===== config.mk =====
export PLATFORM = sky130hd
export DESIGN_NAME = uif_top
export DESIGN_NICKNAME = d
export VERILOG_FILES = /design/src/hdl/uif_idle_timer.v /design/src/hdl/uif_tx_gap.v /design/src/hdl/uif_top.v
export VERILOG_INCLUDE_DIRS = /design/src /design/src/hdl
export SDC_FILE = /design/constraint.sdc
export NUM_CORES = 1
export LEC_CHECK = 0
export BUFFER_PORTS_ARGS = -buffer_cell sky130_fd_sc_hd__clkbuf_2
export CAP_MARGIN = 10
export CORE_MARGIN = 10
export CORE_UTILIZATION = 47
export CTS_BUF_LIST = sky130_fd_sc_hd__clkbuf_16
export DETAILED_ROUTE_END_ITERATION = 6
export PLACE_DENSITY_LB_ADDON = 0.08
export SYNTH_ARGS = -nofsm -noshare
export SYNTH_HDL_FRONTEND = slang
export SYNTH_SLANG_ARGS = --single-unit

===== constraint.sdc =====
create_clock -name core_clk -period 2 [get_ports core_clk]
set_input_delay 0.1 -clock core_clk [delete_from_list [all_inputs] [get_ports core_clk]]
set_output_delay 0.1 -clock core_clk [all_outputs]
set_load 0.03 [all_outputs]

===== src/hdl/uif_consts.vh =====
// Constants for the UART interrupt-flag and receive-timeout block.
// Assumes byte addressing on a 32-bit classic Wishbone bus.
`ifndef UIF_CONSTS_VH
`define UIF_CONSTS_VH

// Register byte offsets.
`define UIF_OFS_DATA 8'h00
`define UIF_OFS_IRQ_ENABLE 8'h04
`define UIF_OFS_FIFO_CONTROL 8'h08
`define UIF_OFS_FIFO_STATUS 8'h18
`define UIF_OFS_IRQ_STATUS 8'h1C
`define UIF_OFS_TIMEOUT_GAP 8'h20

// Reset values.
`define UIF_RST_TIMEOUT_GAP 16'h0000
`define UIF_RST_IRQ_ENABLE 6'h00
`define UIF_RST_TRIGGER 4'h1
`define UIF_RST_COMPARE 8'h00
`define UIF_RST_GAP 8'h00

// Interrupt status and enable bit positions.
`define UIF_BIT_RX_LEVEL 0
`define UIF_BIT_TX_EMPTY 1
`define UIF_BIT_LINE 2
`define UIF_BIT_RX_IDLE 4
`define UIF_BIT_TIMER_EN 11
`define UIF_BIT_IRQ_STAT_OFS 8

// Timeout and gap fields.
`define UIF_COMPARE_LSB 0
`define UIF_GAP_LSB 8

// Fifo control fields.
`define UIF_TRIGGER_LSB 4
`define UIF_BIT_RS485 8

// Fifo status bit positions of the incoming receive status bits.
`define UIF_BIT_ADDR_DET 3
`define UIF_BIT_PARITY 4
`define UIF_BIT_FRAMING 5
`define UIF_BIT_BREAK 6

`endif


===== src/hdl/uif_idle_timer.v =====
// Receive idle counter that ticks once per bit time.
// Assumes bit_tick is a one-cycle pulse at the baud rate.
`timescale 1ns/100ps
`default_nettype none
module uif_idle_timer #(
  parameter CW = 8
) (
  input wire core_clk,
  input wire rst,
  input wire enable,
  input wire bit_tick,
  input wire restart,
  input wire [CW-1:0] compare,
  output reg hit_ff
);

  reg [CW-1:0] count_ff;
  reg [CW-1:0] nxt_count;
  reg nxt_hit;

  // The counter stops at the compare value so that it fires only once per idle stretch.
  always @* begin
    nxt_count = count_ff;
    nxt_hit = 1'b0;
    if (!enable || restart) begin
      nxt_count = {CW{1'b0}};
    end else if (bit_tick && count_ff != compare) begin
      nxt_count = count_ff + 1'b1;
      nxt_hit = (count_ff + 1'b1) == compare;
    end
  end

  // Counter and hit pulse registers.
  always @(posedge core_clk or posedge rst) begin
    if (rst) begin
      count_ff <= {CW{1'b0}};
      hit_ff <= 1'b0;
    end else begin
      count_ff <= nxt_count;
      hit_ff <= nxt_hit;
    end
  end

endmodule
`default_nettype wire


===== src/hdl/uif_tx_gap.v =====
// Transmit gap timer inserting idle bit times after each stop bit.
// Assumes stop_done pulses once when a frame's last stop bit ends.
`timescale 1ns/100ps
`default_nettype none
module uif_tx_gap #(
  parameter GW = 8
) (
  input wire core_clk,
  input wire rst,
  input wire bit_tick,
  input wire stop_done,
  input wire [GW-1:0] gap_bits,
  output reg hold_ff
);

  reg [GW-1:0] left_ff;
  reg [GW-1:0] nxt_left;
  reg nxt_hold;

  // A zero gap never raises hold, so back-to-back frames stay possible.
  always @* begin
    nxt_left = left_ff;
    nxt_hold = hold_ff;
    if (stop_done) begin
      nxt_left = gap_bits;
      nxt_hold = gap_bits != {GW{1'b0}};
    end else if (hold_ff && bit_tick) begin
      nxt_left = left_ff - 1'b1;
      nxt_hold = left_ff != {{(GW-1){1'b0}}, 1'b1};
    end
  end

  // Gap counter registers.
  always @(posedge core_clk or posedge rst) begin
    if (rst) begin
      left_ff <= {GW{1'b0}};
      hold_ff <= 1'b0;
    end else begin
      left_ff <= nxt_left;
      hold_ff <= nxt_hold;
    end
  end

endmodule
`default_nettype wire


===== src/hdl/uif_top.v =====
// UART interrupt flags, receive idle timeout and transmit gap, with a Wishbone register slave.
// Assumes the queues, shifters and baud generator live outside and report through single-cycle pulses, the queue count and sticky flags.
//
// The implementer's own choice: the Wishbone slave port.
`include "uif_consts.vh"
`timescale 1ns/100ps
`default_nettype none
module uif_top #(
  parameter CW = 5,
  parameter DW = 8
) (
  input wire core_clk,
  input wire rst,
  input wire wb_cyc_i,
  input wire wb_stb_i,
  input wire wb_we_i,
  input wire [7:0] wb_adr_i,
  input wire [3:0] wb_sel_i,
  input wire [31:0] wb_dat_i,
  output reg [31:0] wb_dat_o,
  output reg wb_ack_o,
  input wire bit_tick,
  input wire tx_last_loaded,
  input wire tx_stop_done,
  input wire rx_word_push,
  input wire [CW-1:0] rx_count,
  input wire [DW-1:0] rx_data,
  input wire rx_active,
  input wire break_flag,
  input wire framing_error_flag,
  input wire parity_error_flag,
  input wire address_byte_detect_flag,
  output reg [DW-1:0] tx_data_ff,
  output reg tx_write_ff,
  output reg rx_pop_ff,
  output reg tx_gap_hold,
  output reg irq_ff
);

  // Software-written control state.
  reg [7:0] rx_idle_compare_ff;
  reg [7:0] tx_gap_bit_times_ff;
  reg tx_holding_empty_irq_enable_ff;
  reg rx_level_irq_enable_ff;
  reg line_irq_enable_ff;
  reg rx_idle_irq_enable_ff;
  reg idle_timer_enable_ff;
  reg [3:0] rx_trigger_level_ff;
  reg rs485_mode_ff;

  // Hardware-owned flags.
  reg tx_holding_empty_flag_ff;
  reg rx_level_flag_ff;
  reg line_status_flag_ff;
  reg rx_idle_flag_ff;

  // Bus decode.
  wire bus_req;
  wire bus_wr;
  wire bus_rd;
  wire sel_data;
  wire sel_enable;
  wire sel_control;
  wire sel_fstatus;
  wire sel_status;
  wire sel_timeout;
  wire idle_hit;
  wire gap_hold;
  wire rx_empty;
  wire thr_write;
  wire rbr_read;

  reg nxt_tx_empty;
  reg nxt_rx_level;
  reg nxt_line;
  reg nxt_rx_idle;
  reg [31:0] nxt_rdata;
  reg [4:0] enabled_flags;

  // True when a byte address selects the given register word.
  function hit_word;
    input [7:0] adr;
    input [7:0] ofs;
    begin
      hit_word = adr[7:2] == ofs[7:2];
    end
  endfunction

  // A request is taken once, in the cycle before the ack is raised, so side effects never repeat.
  assign bus_req = wb_cyc_i & wb_stb_i & ~wb_ack_o;
  assign bus_wr = bus_req & wb_we_i;
  assign bus_rd = bus_req & ~wb_we_i;
  assign sel_data = hit_word(wb_adr_i, `UIF_OFS_DATA);
  assign sel_enable = hit_word(wb_adr_i, `UIF_OFS_IRQ_ENABLE);
  assign sel_control = hit_word(wb_adr_i, `UIF_OFS_FIFO_CONTROL);
  assign sel_fstatus = hit_word(wb_adr_i, `UIF_OFS_FIFO_STATUS);
  assign sel_status = hit_word(wb_adr_i, `UIF_OFS_IRQ_STATUS);
  assign sel_timeout = hit_word(wb_adr_i, `UIF_OFS_TIMEOUT_GAP);
  // The holding register takes a byte only when lane 0 is enabled.
  assign thr_write = bus_wr & sel_data & wb_sel_i[0];
  assign rbr_read = bus_rd & sel_data;
  // An empty queue stops the idle counter and clears the timeout flag.
  assign rx_empty = rx_count == {CW{1'b0}};

  // Idle counter; it runs only while enabled and the receive queue holds data.
  uif_idle_timer #(
    .CW(8)
  ) u_idle (
    .core_clk(core_clk),
    .rst(rst),
    .enable(idle_timer_enable_ff & ~rx_empty),
    .bit_tick(bit_tick),
    .restart(rx_word_push),
    .compare(rx_idle_compare_ff),
    .hit_ff(idle_hit)
  );

  // Gap timer between the stop bit of one frame and the next start bit.
  uif_tx_gap #(
    .GW(8)
  ) u_gap (
    .core_clk(core_clk),
    .rst(rst),
    .bit_tick(bit_tick),
    .stop_done(tx_stop_done),
    .gap_bits(tx_gap_bit_times_ff),
    .hold_ff(gap_hold)
  );

  // Flag next-state logic; in every flag the hardware set wins over a clear in the same cycle, except the empty-queue clear of the idle flag.
  always @* begin
    nxt_tx_empty = tx_holding_empty_flag_ff;
    if (thr_write) begin
      nxt_tx_empty = 1'b0;
    end
    if (tx_last_loaded) begin
      nxt_tx_empty = 1'b1;
    end
    // The level flag holds while the count stays at or above the trigger.
    nxt_rx_level = (rx_count == {{(CW-4){1'b0}}, rx_trigger_level_ff})
      | (rx_level_flag_ff & (rx_count >= {{(CW-4){1'b0}}, rx_trigger_level_ff}));
    // The line flag mirrors the sticky error bits, plus the address-detect bit in RS-485 mode; software clears them elsewhere.
    if (rs485_mode_ff) begin
      nxt_line = break_flag | framing_error_flag | parity_error_flag | address_byte_detect_flag;
    end else begin
      nxt_line = break_flag | framing_error_flag | parity_error_flag;
    end
    // Clears are applied first so that a timeout hit in the same cycle still wins, except when the receive queue is empty.
    nxt_rx_idle = rx_idle_flag_ff;
    if (rx_word_push || rx_empty) begin
      nxt_rx_idle = 1'b0;
    end
    if (rbr_read && rx_active) begin
      nxt_rx_idle = 1'b0;
    end
    if (idle_hit && !rx_empty) begin
      nxt_rx_idle = 1'b1;
    end
  end

  // Enabled flag vector feeding the interrupt status and the interrupt output.
  always @* begin
    enabled_flags = 5'h00;
    enabled_flags[`UIF_BIT_RX_LEVEL] = rx_level_flag_ff & rx_level_irq_enable_ff;
    enabled_flags[`UIF_BIT_TX_EMPTY] = tx_holding_empty_flag_ff & tx_holding_empty_irq_enable_ff;
    enabled_flags[`UIF_BIT_LINE] = line_status_flag_ff & line_irq_enable_ff;
    enabled_flags[`UIF_BIT_RX_IDLE] = rx_idle_flag_ff & rx_idle_irq_enable_ff;
  end

  // Read mux; unmapped addresses read as zero and are still acknowledged.
  always @* begin
    nxt_rdata = 32'h00000000;
    if (sel_data) begin
      nxt_rdata[DW-1:0] = rx_data;
    end else if (sel_enable) begin
      nxt_rdata[`UIF_BIT_RX_LEVEL] = rx_level_irq_enable_ff;
      nxt_rdata[`UIF_BIT_TX_EMPTY] = tx_holding_empty_irq_enable_ff;
      nxt_rdata[`UIF_BIT_LINE] = line_irq_enable_ff;
      nxt_rdata[`UIF_BIT_RX_IDLE] = rx_idle_irq_enable_ff;
      nxt_rdata[`UIF_BIT_TIMER_EN] = idle_timer_enable_ff;
    end else if (sel_control) begin
      nxt_rdata[`UIF_TRIGGER_LSB+3:`UIF_TRIGGER_LSB] = rx_trigger_level_ff;
      nxt_rdata[`UIF_BIT_RS485] = rs485_mode_ff;
    end else if (sel_fstatus) begin
      nxt_rdata[`UIF_BIT_ADDR_DET] = address_byte_detect_flag;
      nxt_rdata[`UIF_BIT_PARITY] = parity_error_flag;
      nxt_rdata[`UIF_BIT_FRAMING] = framing_error_flag;
      nxt_rdata[`UIF_BIT_BREAK] = break_flag;
    end else if (sel_status) begin
      // Reading status only samples the flags; nothing is cleared by it.
      nxt_rdata[`UIF_BIT_RX_LEVEL] = rx_level_flag_ff;
      nxt_rdata[`UIF_BIT_TX_EMPTY] = tx_holding_empty_flag_ff;
      nxt_rdata[`UIF_BIT_LINE] = line_status_flag_ff;
      nxt_rdata[`UIF_BIT_RX_IDLE] = rx_idle_flag_ff;
      nxt_rdata[`UIF_BIT_IRQ_STAT_OFS+4:`UIF_BIT_IRQ_STAT_OFS] = enabled_flags;
    end else if (sel_timeout) begin
      nxt_rdata[`UIF_COMPARE_LSB+7:`UIF_COMPARE_LSB] = rx_idle_compare_ff;
      nxt_rdata[`UIF_GAP_LSB+7:`UIF_GAP_LSB] = tx_gap_bit_times_ff;
    end
  end

  // Bus answer registers: ack one cycle after the request is seen, dropped the cycle after.
  always @(posedge core_clk or posedge rst) begin
    if (rst) begin
      wb_ack_o <= 1'b0;
      wb_dat_o <= 32'h00000000;
    end else begin
      wb_ack_o <= bus_req;
      if (bus_rd) begin
        wb_dat_o <= nxt_rdata;
      end
    end
  end

  // Software-writable control registers, honouring byte lanes; the status word has no write path.
  always @(posedge core_clk or posedge rst) begin
    if (rst) begin
      // A zero compare never fires, so the timeout stays silent until software programs it.
      rx_idle_compare_ff <= `UIF_RST_COMPARE;
      tx_gap_bit_times_ff <= `UIF_RST_GAP;
      {idle_timer_enable_ff, rx_idle_irq_enable_ff, line_irq_enable_ff} <= 3'h0;
      {tx_holding_empty_irq_enable_ff, rx_level_irq_enable_ff} <= 2'h0;
      rx_trigger_level_ff <= `UIF_RST_TRIGGER;
      rs485_mode_ff <= 1'b0;
    end else if (bus_wr) begin
      // Only lanes 0 and 1 carry fields; bytes on lanes 2 and 3 are dropped.
      if (sel_timeout && wb_sel_i[0]) begin
        rx_idle_compare_ff <= wb_dat_i[`UIF_COMPARE_LSB+7:`UIF_COMPARE_LSB];
      end
      if (sel_timeout && wb_sel_i[1]) begin
        tx_gap_bit_times_ff <= wb_dat_i[`UIF_GAP_LSB+7:`UIF_GAP_LSB];
      end
      if (sel_enable && wb_sel_i[0]) begin
        rx_level_irq_enable_ff <= wb_dat_i[`UIF_BIT_RX_LEVEL];
        tx_holding_empty_irq_enable_ff <= wb_dat_i[`UIF_BIT_TX_EMPTY];
        line_irq_enable_ff <= wb_dat_i[`UIF_BIT_LINE];
        rx_idle_irq_enable_ff <= wb_dat_i[`UIF_BIT_RX_IDLE];
      end
      if (sel_enable && wb_sel_i[1]) begin
        idle_timer_enable_ff <= wb_dat_i[`UIF_BIT_TIMER_EN];
      end
      if (sel_control && wb_sel_i[0]) begin
        rx_trigger_level_ff <= wb_dat_i[`UIF_TRIGGER_LSB+3:`UIF_TRIGGER_LSB];
      end
      if (sel_control && wb_sel_i[1]) begin
        rs485_mode_ff <= wb_dat_i[`UIF_BIT_RS485];
      end
    end
  end

  // Flag registers; only hardware events and the documented side effects move them.
  always @(posedge core_clk or posedge rst) begin
    if (rst) begin
      tx_holding_empty_flag_ff <= 1'b0;
      rx_level_flag_ff <= 1'b0;
      line_status_flag_ff <= 1'b0;
      rx_idle_flag_ff <= 1'b0;
    end else begin
      tx_holding_empty_flag_ff <= nxt_tx_empty;
      rx_level_flag_ff <= nxt_rx_level;
      line_status_flag_ff <= nxt_line;
      rx_idle_flag_ff <= nxt_rx_idle;
    end
  end

  // Strobes toward the queues, the gap hold and the interrupt, all straight from flip-flops.
  // The interrupt lags the flags by one cycle, traded for a glitch-free registered output.
  always @(posedge core_clk or posedge rst) begin
    if (rst) begin
      tx_data_ff <= {DW{1'b0}};
      tx_write_ff <= 1'b0;
      rx_pop_ff <= 1'b0;
      tx_gap_hold <= 1'b0;
      irq_ff <= 1'b0;
    end else begin
      tx_write_ff <= thr_write;
      if (thr_write) begin
        tx_data_ff <= wb_dat_i[DW-1:0];
      end
      // The head byte was latched into the read data on this edge, so the queue may advance now.
      rx_pop_ff <= rbr_read;
      tx_gap_hold <= gap_hold;
      irq_ff <= |enabled_flags;
    end
  end

endmodule
`default_nettype wire


# [Yosys cells after proc, flatten, opt, wreduce, memory -nomap -nowiden]
# Cells that the tools add are included.
[word_totals] output_inout_bits=45 input_bits=71 reg_bits=77 elab_cells=128
[classes] n_lt_le_gt_ge=1 n_eq_ne=9 n_reduce_logical=28 add_sub_neg=2 n_bitwise=20 muxes=44
[ops] cell="$mux W16" count=6
[ops] cell="$mux W8" count=6
[ops] cell="$mux W3" count=9
[ops] cell="$mux W1" count=15
[ops] cell="$and A1 B1 Y1" count=13
[ops] cell="$eq A6 B3 Y1 const B" count=2
[ops] cell="$mux W4" count=3
[ops] cell="$reduce_and A2 Y1" count=6
[ops] cell="$logic_and A1 B1 Y1" count=10
[ops] cell="$mux W5" count=2
[ops] cell="$mux W9" count=1
[ops] cell="$add A8 B1 Y8 const B" count=1
[ops] cell="$eq A8 B8 Y1" count=1
[ops] cell="$ne A8 B1 Y1 const B" count=1
[ops] cell="$ne A8 B8 Y1" count=1
[ops] cell="$reduce_bool A8 Y1" count=1
[ops] cell="$sub A8 B1 Y8 const B" count=1
[ops] cell="$mux W7" count=1
[ops] cell="$eq A6 B1 Y1 const B" count=1
[ops] cell="$eq A6 B2 Y1 const B" count=1
[ops] cell="$eq A6 B4 Y1 const B" count=1
[ops] cell="$logic_not A6 Y1" count=1
[ops] cell="$mux W6" count=1
[ops] cell="$reduce_bool A2 Y1" count=3
[ops] cell="other kinds (9)" count=16

# [Depth between registers and ports, before layout]
[logic_depth] depth_word=16 depth_mapped=8 ltp_nobuf=6

# [Modules after synthesis]
# From an unflattened synthesis, not the netlist that was laid out.
[unflattened] cells_unflattened=377 area_unflattened_um2=4147.7
[by_module_without_submodules] module="uif_top" cells_each=239 area_per_inst_um2=2912.8 instances=1 seq_area_each_um2=1477.7
[by_module_without_submodules] module="uif_idle_timer" cells_each=76 area_per_inst_um2=683.2 instances=1 seq_area_each_um2=225.2
[by_module_without_submodules] module="uif_tx_gap" cells_each=62 area_per_inst_um2=551.8 instances=1 seq_area_each_um2=225.2

# [Least setup slack after synthesis]
# No wires, ideal clock.
[synth_path] path_kind="flip-flop to flip-flop" from="register wb_ack_o" to="register line_irq_enable_ff" t_required_ns=1.873 setup_time_ns=0.127 stages_incl_launch_ff=6 arrival_time_ns=1.627 slack_ns=0.246 n_path_buf=1 path_cell_list="dfrtp_1 > and3b_1 > and3_1 > and3_1 > buf_2 > mux2_1"
[synth_via] elab_chain_len=4
[synth_rtl] element="from (decl)" line="uif_top.v:21" source="output reg wb_ack_o,"
[synth_rtl] element="from (signal assigned)" line="uif_top.v:208" source="wb_ack_o <= bus_req;"
[synth_rtl] element="$not A1 Y1" line="uif_top.v:90" source="assign bus_req = wb_cyc_i & wb_stb_i & ~wb_ack_o;"
[synth_rtl] element="$and A1 B1 Y1" line="uif_top.v:90"
[synth_rtl] element="net bus_req" line="uif_top.v:58" source="wire bus_req;"
[synth_rtl] element="$and A1 B1 Y1" line="uif_top.v:91" source="assign bus_wr = bus_req & wb_we_i;"
[synth_rtl] element="$reduce_and A2 Y1 (no source line)"
[synth_rtl] element="to (signal assigned)" line="uif_top.v:236" source="line_irq_enable_ff <= wb_dat_i[`UIF_BIT_LINE];"
[synth_rtl] element="to (decl)" line="uif_top.v:45" source="reg line_irq_enable_ff;"
# The timed path passes the listed nets, and every way through them passes these cells.
# A chain may end at the register's enable or synchronous reset.

# [Final worst setup path]
# Same ends and word-level chain as after synthesis.

==> summary.md <==
| Metric | Value |
|---|---|
| Status | finished clean |
| Skew final | around 0.0084 ns |
| Worst Path Arrival | around 1.9 ns |
| Final Hold Viols | 0 |
| Crit-path max cell delay | between 0.3 and 0.4 ns |
| Top Usage Layer GRT | met2 |
| Post-synth top area cell | dfrtp_1 |
| Die Ht | 113 um |
| Synth cell count leaders | 76 x dfrtp_1, 34 x mux2_1, 25 x nand2_1, 17 x buf_4 |
| Worst path cell trace | and3b_1 -> and3_1 -> and3_1 -> mux2_1 |
| Kind of critical path | reg2reg |
| Nets | 543 |
| Post-Synthesis Cells | between 300 and 400 |
| Met2 Use GR | 0.253 |
| DR iter-0 viols | around 170 |
| Setup violations, final | 0 |
| Met3 GRT Util | 0.0458 |
| Max Cap Viol | 0 |
| Initial antenna violation count | 0 |
| Placer Congestion | roughly 0.83 |
| YS warnings | 0 |
| Gr usage total | 0.157 |
| DP HPWL | between 7000 and 8000 um |
| CTS Buffer Depth | 2 |
| Slowest cell on crit path | dfrtp_1 |
| Drt total wl | approximately 10000 um |
| Die Wd | 113 um |
| CTS Buf Count | 9 |
| Ports | roughly 120 |
| Largest net degree at the start of global routing | just under 80 |
| Post-synthesis sequential area ratio | 0.479 |
| Worst hold path type | in2reg |
| Post-synth EDFFs | 0 |
| Worst-path maximum fanout | 5 |
| Final core utilization | 0.584 |
| Top cell type's share of synthesized area | 0.472 |
| Filler Cell Count | about 750 |
| Num rows | 33 |
| Cell area after synthesis | around 4000 um2 |
| Core area | slightly above 8000 um2 |
| Nature of the critical path startpoint | flop |
| PwrDens | ~720 nW/um2 |
| Critical Path RT | 2.20 ns |
| Synth top area cells | dfrtp_1 47%, mux2_1 9.5%, xnor2_1 3.3%, buf_4 3.2%, nand2_1 2.3% |
| Setup TNS | 0 ns |
| Worst-skew pair later-pin latency | approximately 0.33 ns |
| Main synth FF type | dfrtp_1 |
| Leakage | approximately 2.4 nW |
| RSZ-0062 raised after global routing | false |
| Hold slack | around 0.0065 ns |
| Area of the multi-input gates | approximately 1900 um2 |
| Fin crit share | 0.862 |
| Die Area | between 10000 and 15000 um2 |
| H-tree depth | 3 |
| Avg Inst Size Synth | around 11 um2 |
| Root Driver | clkbuf_16 |
| Initial Util | 0.485 |
| Count of cell types in the netlist | 58 |
| Antenna-violating nets left | 0 |
| Max-slew violations | 0 |
| Share of cells above drive strength 1 | 0.238 |
| Sequential cell area | between 1500 and 2000 um2 |
| Grt ovf | 0 |
| Max Fclk | between 500 and 600 MHz |
| Drc violations | 0 |
| Most frequent CP cell | and3_1 |
| WL per Instance | about 18 um |
| IO buf count | 79 |
| CP endpoint kind | flop |
| Vias | 3107 |
| Area Overhead vs Synth | 20.3% |
| Count leader, synth | dfrtp_1 |
| CTS tree | yes |
| Final Critical Period | roughly 1.7 ns |
| Via/cell ratio | around 5.4 |
| Vias in the first global route | about 3100 |
| Pre-antenna DRT Iters | 4 |
| WHS Path Cells | 2 |
| First-pass GRT wire length | ~16000 um |
| FF-to-FF path depth | 4 |
| Worst vdd ir | 0.448 mV |
| Synthesized flop and latch total | 77 |
| Reg clk slew, reported paths | approximately 0.060 ns |
| N_diodes | 0 |
| Post-synth ARST share | 1.00 |
| Met1 GRT Util | 0.202 |
| CTS Sinks | slightly below 80 |
[worst max-delay path: cells and delay by family (launching register included)]
family | cells | cell delay (ns)
and+or+nand+nor | 3 | 0.89
DFF | 1 | 0.37
muxes | 1 | 0.34
[registers in the layout, summed over array words and instances, names as in the netlist, 4 cells and up]
register / flops
rx_trigger_level_ff: 4
u_idle.count_ff: 8
tx_data_ff: 8
u_gap.left_ff: 8
rx_idle_compare_ff: 8
wb_dat_o: 16
tx_gap_bit_times_ff: 8
[area by class of cell]
class / instances / share of cell area
sequential: 77 / 0.398
multi-input combinational: 267 / 0.394
timing repair buffer: 95 / 0.114
clock buffer: 9 / 0.0465
tap: 105 / 0.0271
inverter: 15 / 0.0134
clock inverter: 7 / 0.00774
[metrics by stage]
| stage | worst slack [ns] | total power, mW | instances | cell area (um2) |
|---|---|---|---|---|
| after floorplan | 0.246 | 1.94 | 388 | 4090 |
| after global placement | 0.307 | 2.06 | 550 | 4500 |
| after detailed placement | 0.272 | 2.06 | 550 | 4500 |
| after CTS | 0.257 | 3.53 | 575 | 4850 |
| after global routing | 0.134 | 3.64 | 575 | 4850 |
| final | 0.276 | 3.49 | 575 | 4850 |
[cell families (layout without fill, tap and decap cells)]
kind of cell             Yosys count  count (layout)  share of synthesized area
multiplexers                      36              36                      0.100
AO/OA/AOI/OAI                     75              75                      0.131
buffers and inverters             44             126                     0.0612
XOR/XNOR                          25              25                     0.0543
adder cells (fa/ha/maj)            7               7                     0.0217
AND/OR/NAND/NOR                  108             108                      0.152
other                              1              16                   0.000931
flip-flops                        77              77                      0.479
[final timing paths]
check | start | endpoint | slack [ns]
min | wb_dat_i[3] | tx_data_ff[3]$_DFFE_PP0P_ | 0.006
max | wb_ack_o$_DFF_PP0_ | line_irq_enable_ff$_DFFE_PP0P_ | 0.28
min in group asynchronous | rst | tx_gap_hold$_DFF_PP0_ | 0.42
max reg2reg | wb_ack_o$_DFF_PP0_ | line_irq_enable_ff$_DFFE_PP0P_ | 0.28
max in group asynchronous | rst | rx_trigger_level_ff[0]$_DFFE_PP1P_ | 1.21
min reg2reg | tx_data_ff[1]$_DFFE_PP0P_ | tx_data_ff[1]$_DFFE_PP0P_ | 0.48
[layout by cell type (no fill, tap or decap), drive strengths merged, types with 4 or more instances in the layout]
cell | synthesis | layout
a21oi | 9 | 9
a22o | 6 | 6
a32o | 5 | 5
and2 | 4 | 4
and3 | 7 | 7
buf | 22 | 7
clkbuf | 7 | 88
clkinv | 1 | 5
conb | 1 | 16
dfrtp | 76 | 76
dlygate4sd3 | 0 | 9
ha | 7 | 7
inv | 14 | 15
mux2 | 34 | 34
nand2 | 28 | 28
nand2b | 4 | 4
nand3 | 11 | 11
nand4 | 4 | 4
nor2 | 17 | 17
nor2b | 11 | 11
nor3 | 4 | 4
nor4 | 7 | 7
o211ai | 8 | 8
o21ai | 23 | 23
xnor2 | 15 | 15
xor2 | 10 | 10
[where the power goes]
part | switching (mW) | total (mW) | internal [mW]
clock network | 0.619 | 1.44 | 0.824
logic | 0.244 | 0.392 | 0.148
registers | 0.0485 | 1.66 | 1.61
total | 0.912 | 3.49 | 2.58
[per-layer routing]
layer | up-vias | share of wire
li1 | 1503 | -
met1 | 1526 | 0.45
met2 | 71 | 0.48
met3 | 7 | 0.057
met4 | 0 | 0.0086
met5 | - | 0
[timing repair]
action,in CTS,in global routing
endpoints found under the hold margin,85,0
resized for setup,0,0
setup endpoints to repair,0,0
hold buffers,9,0
setup buffers,0,0
No activity file was read; power rests on OpenSTA's default activity.
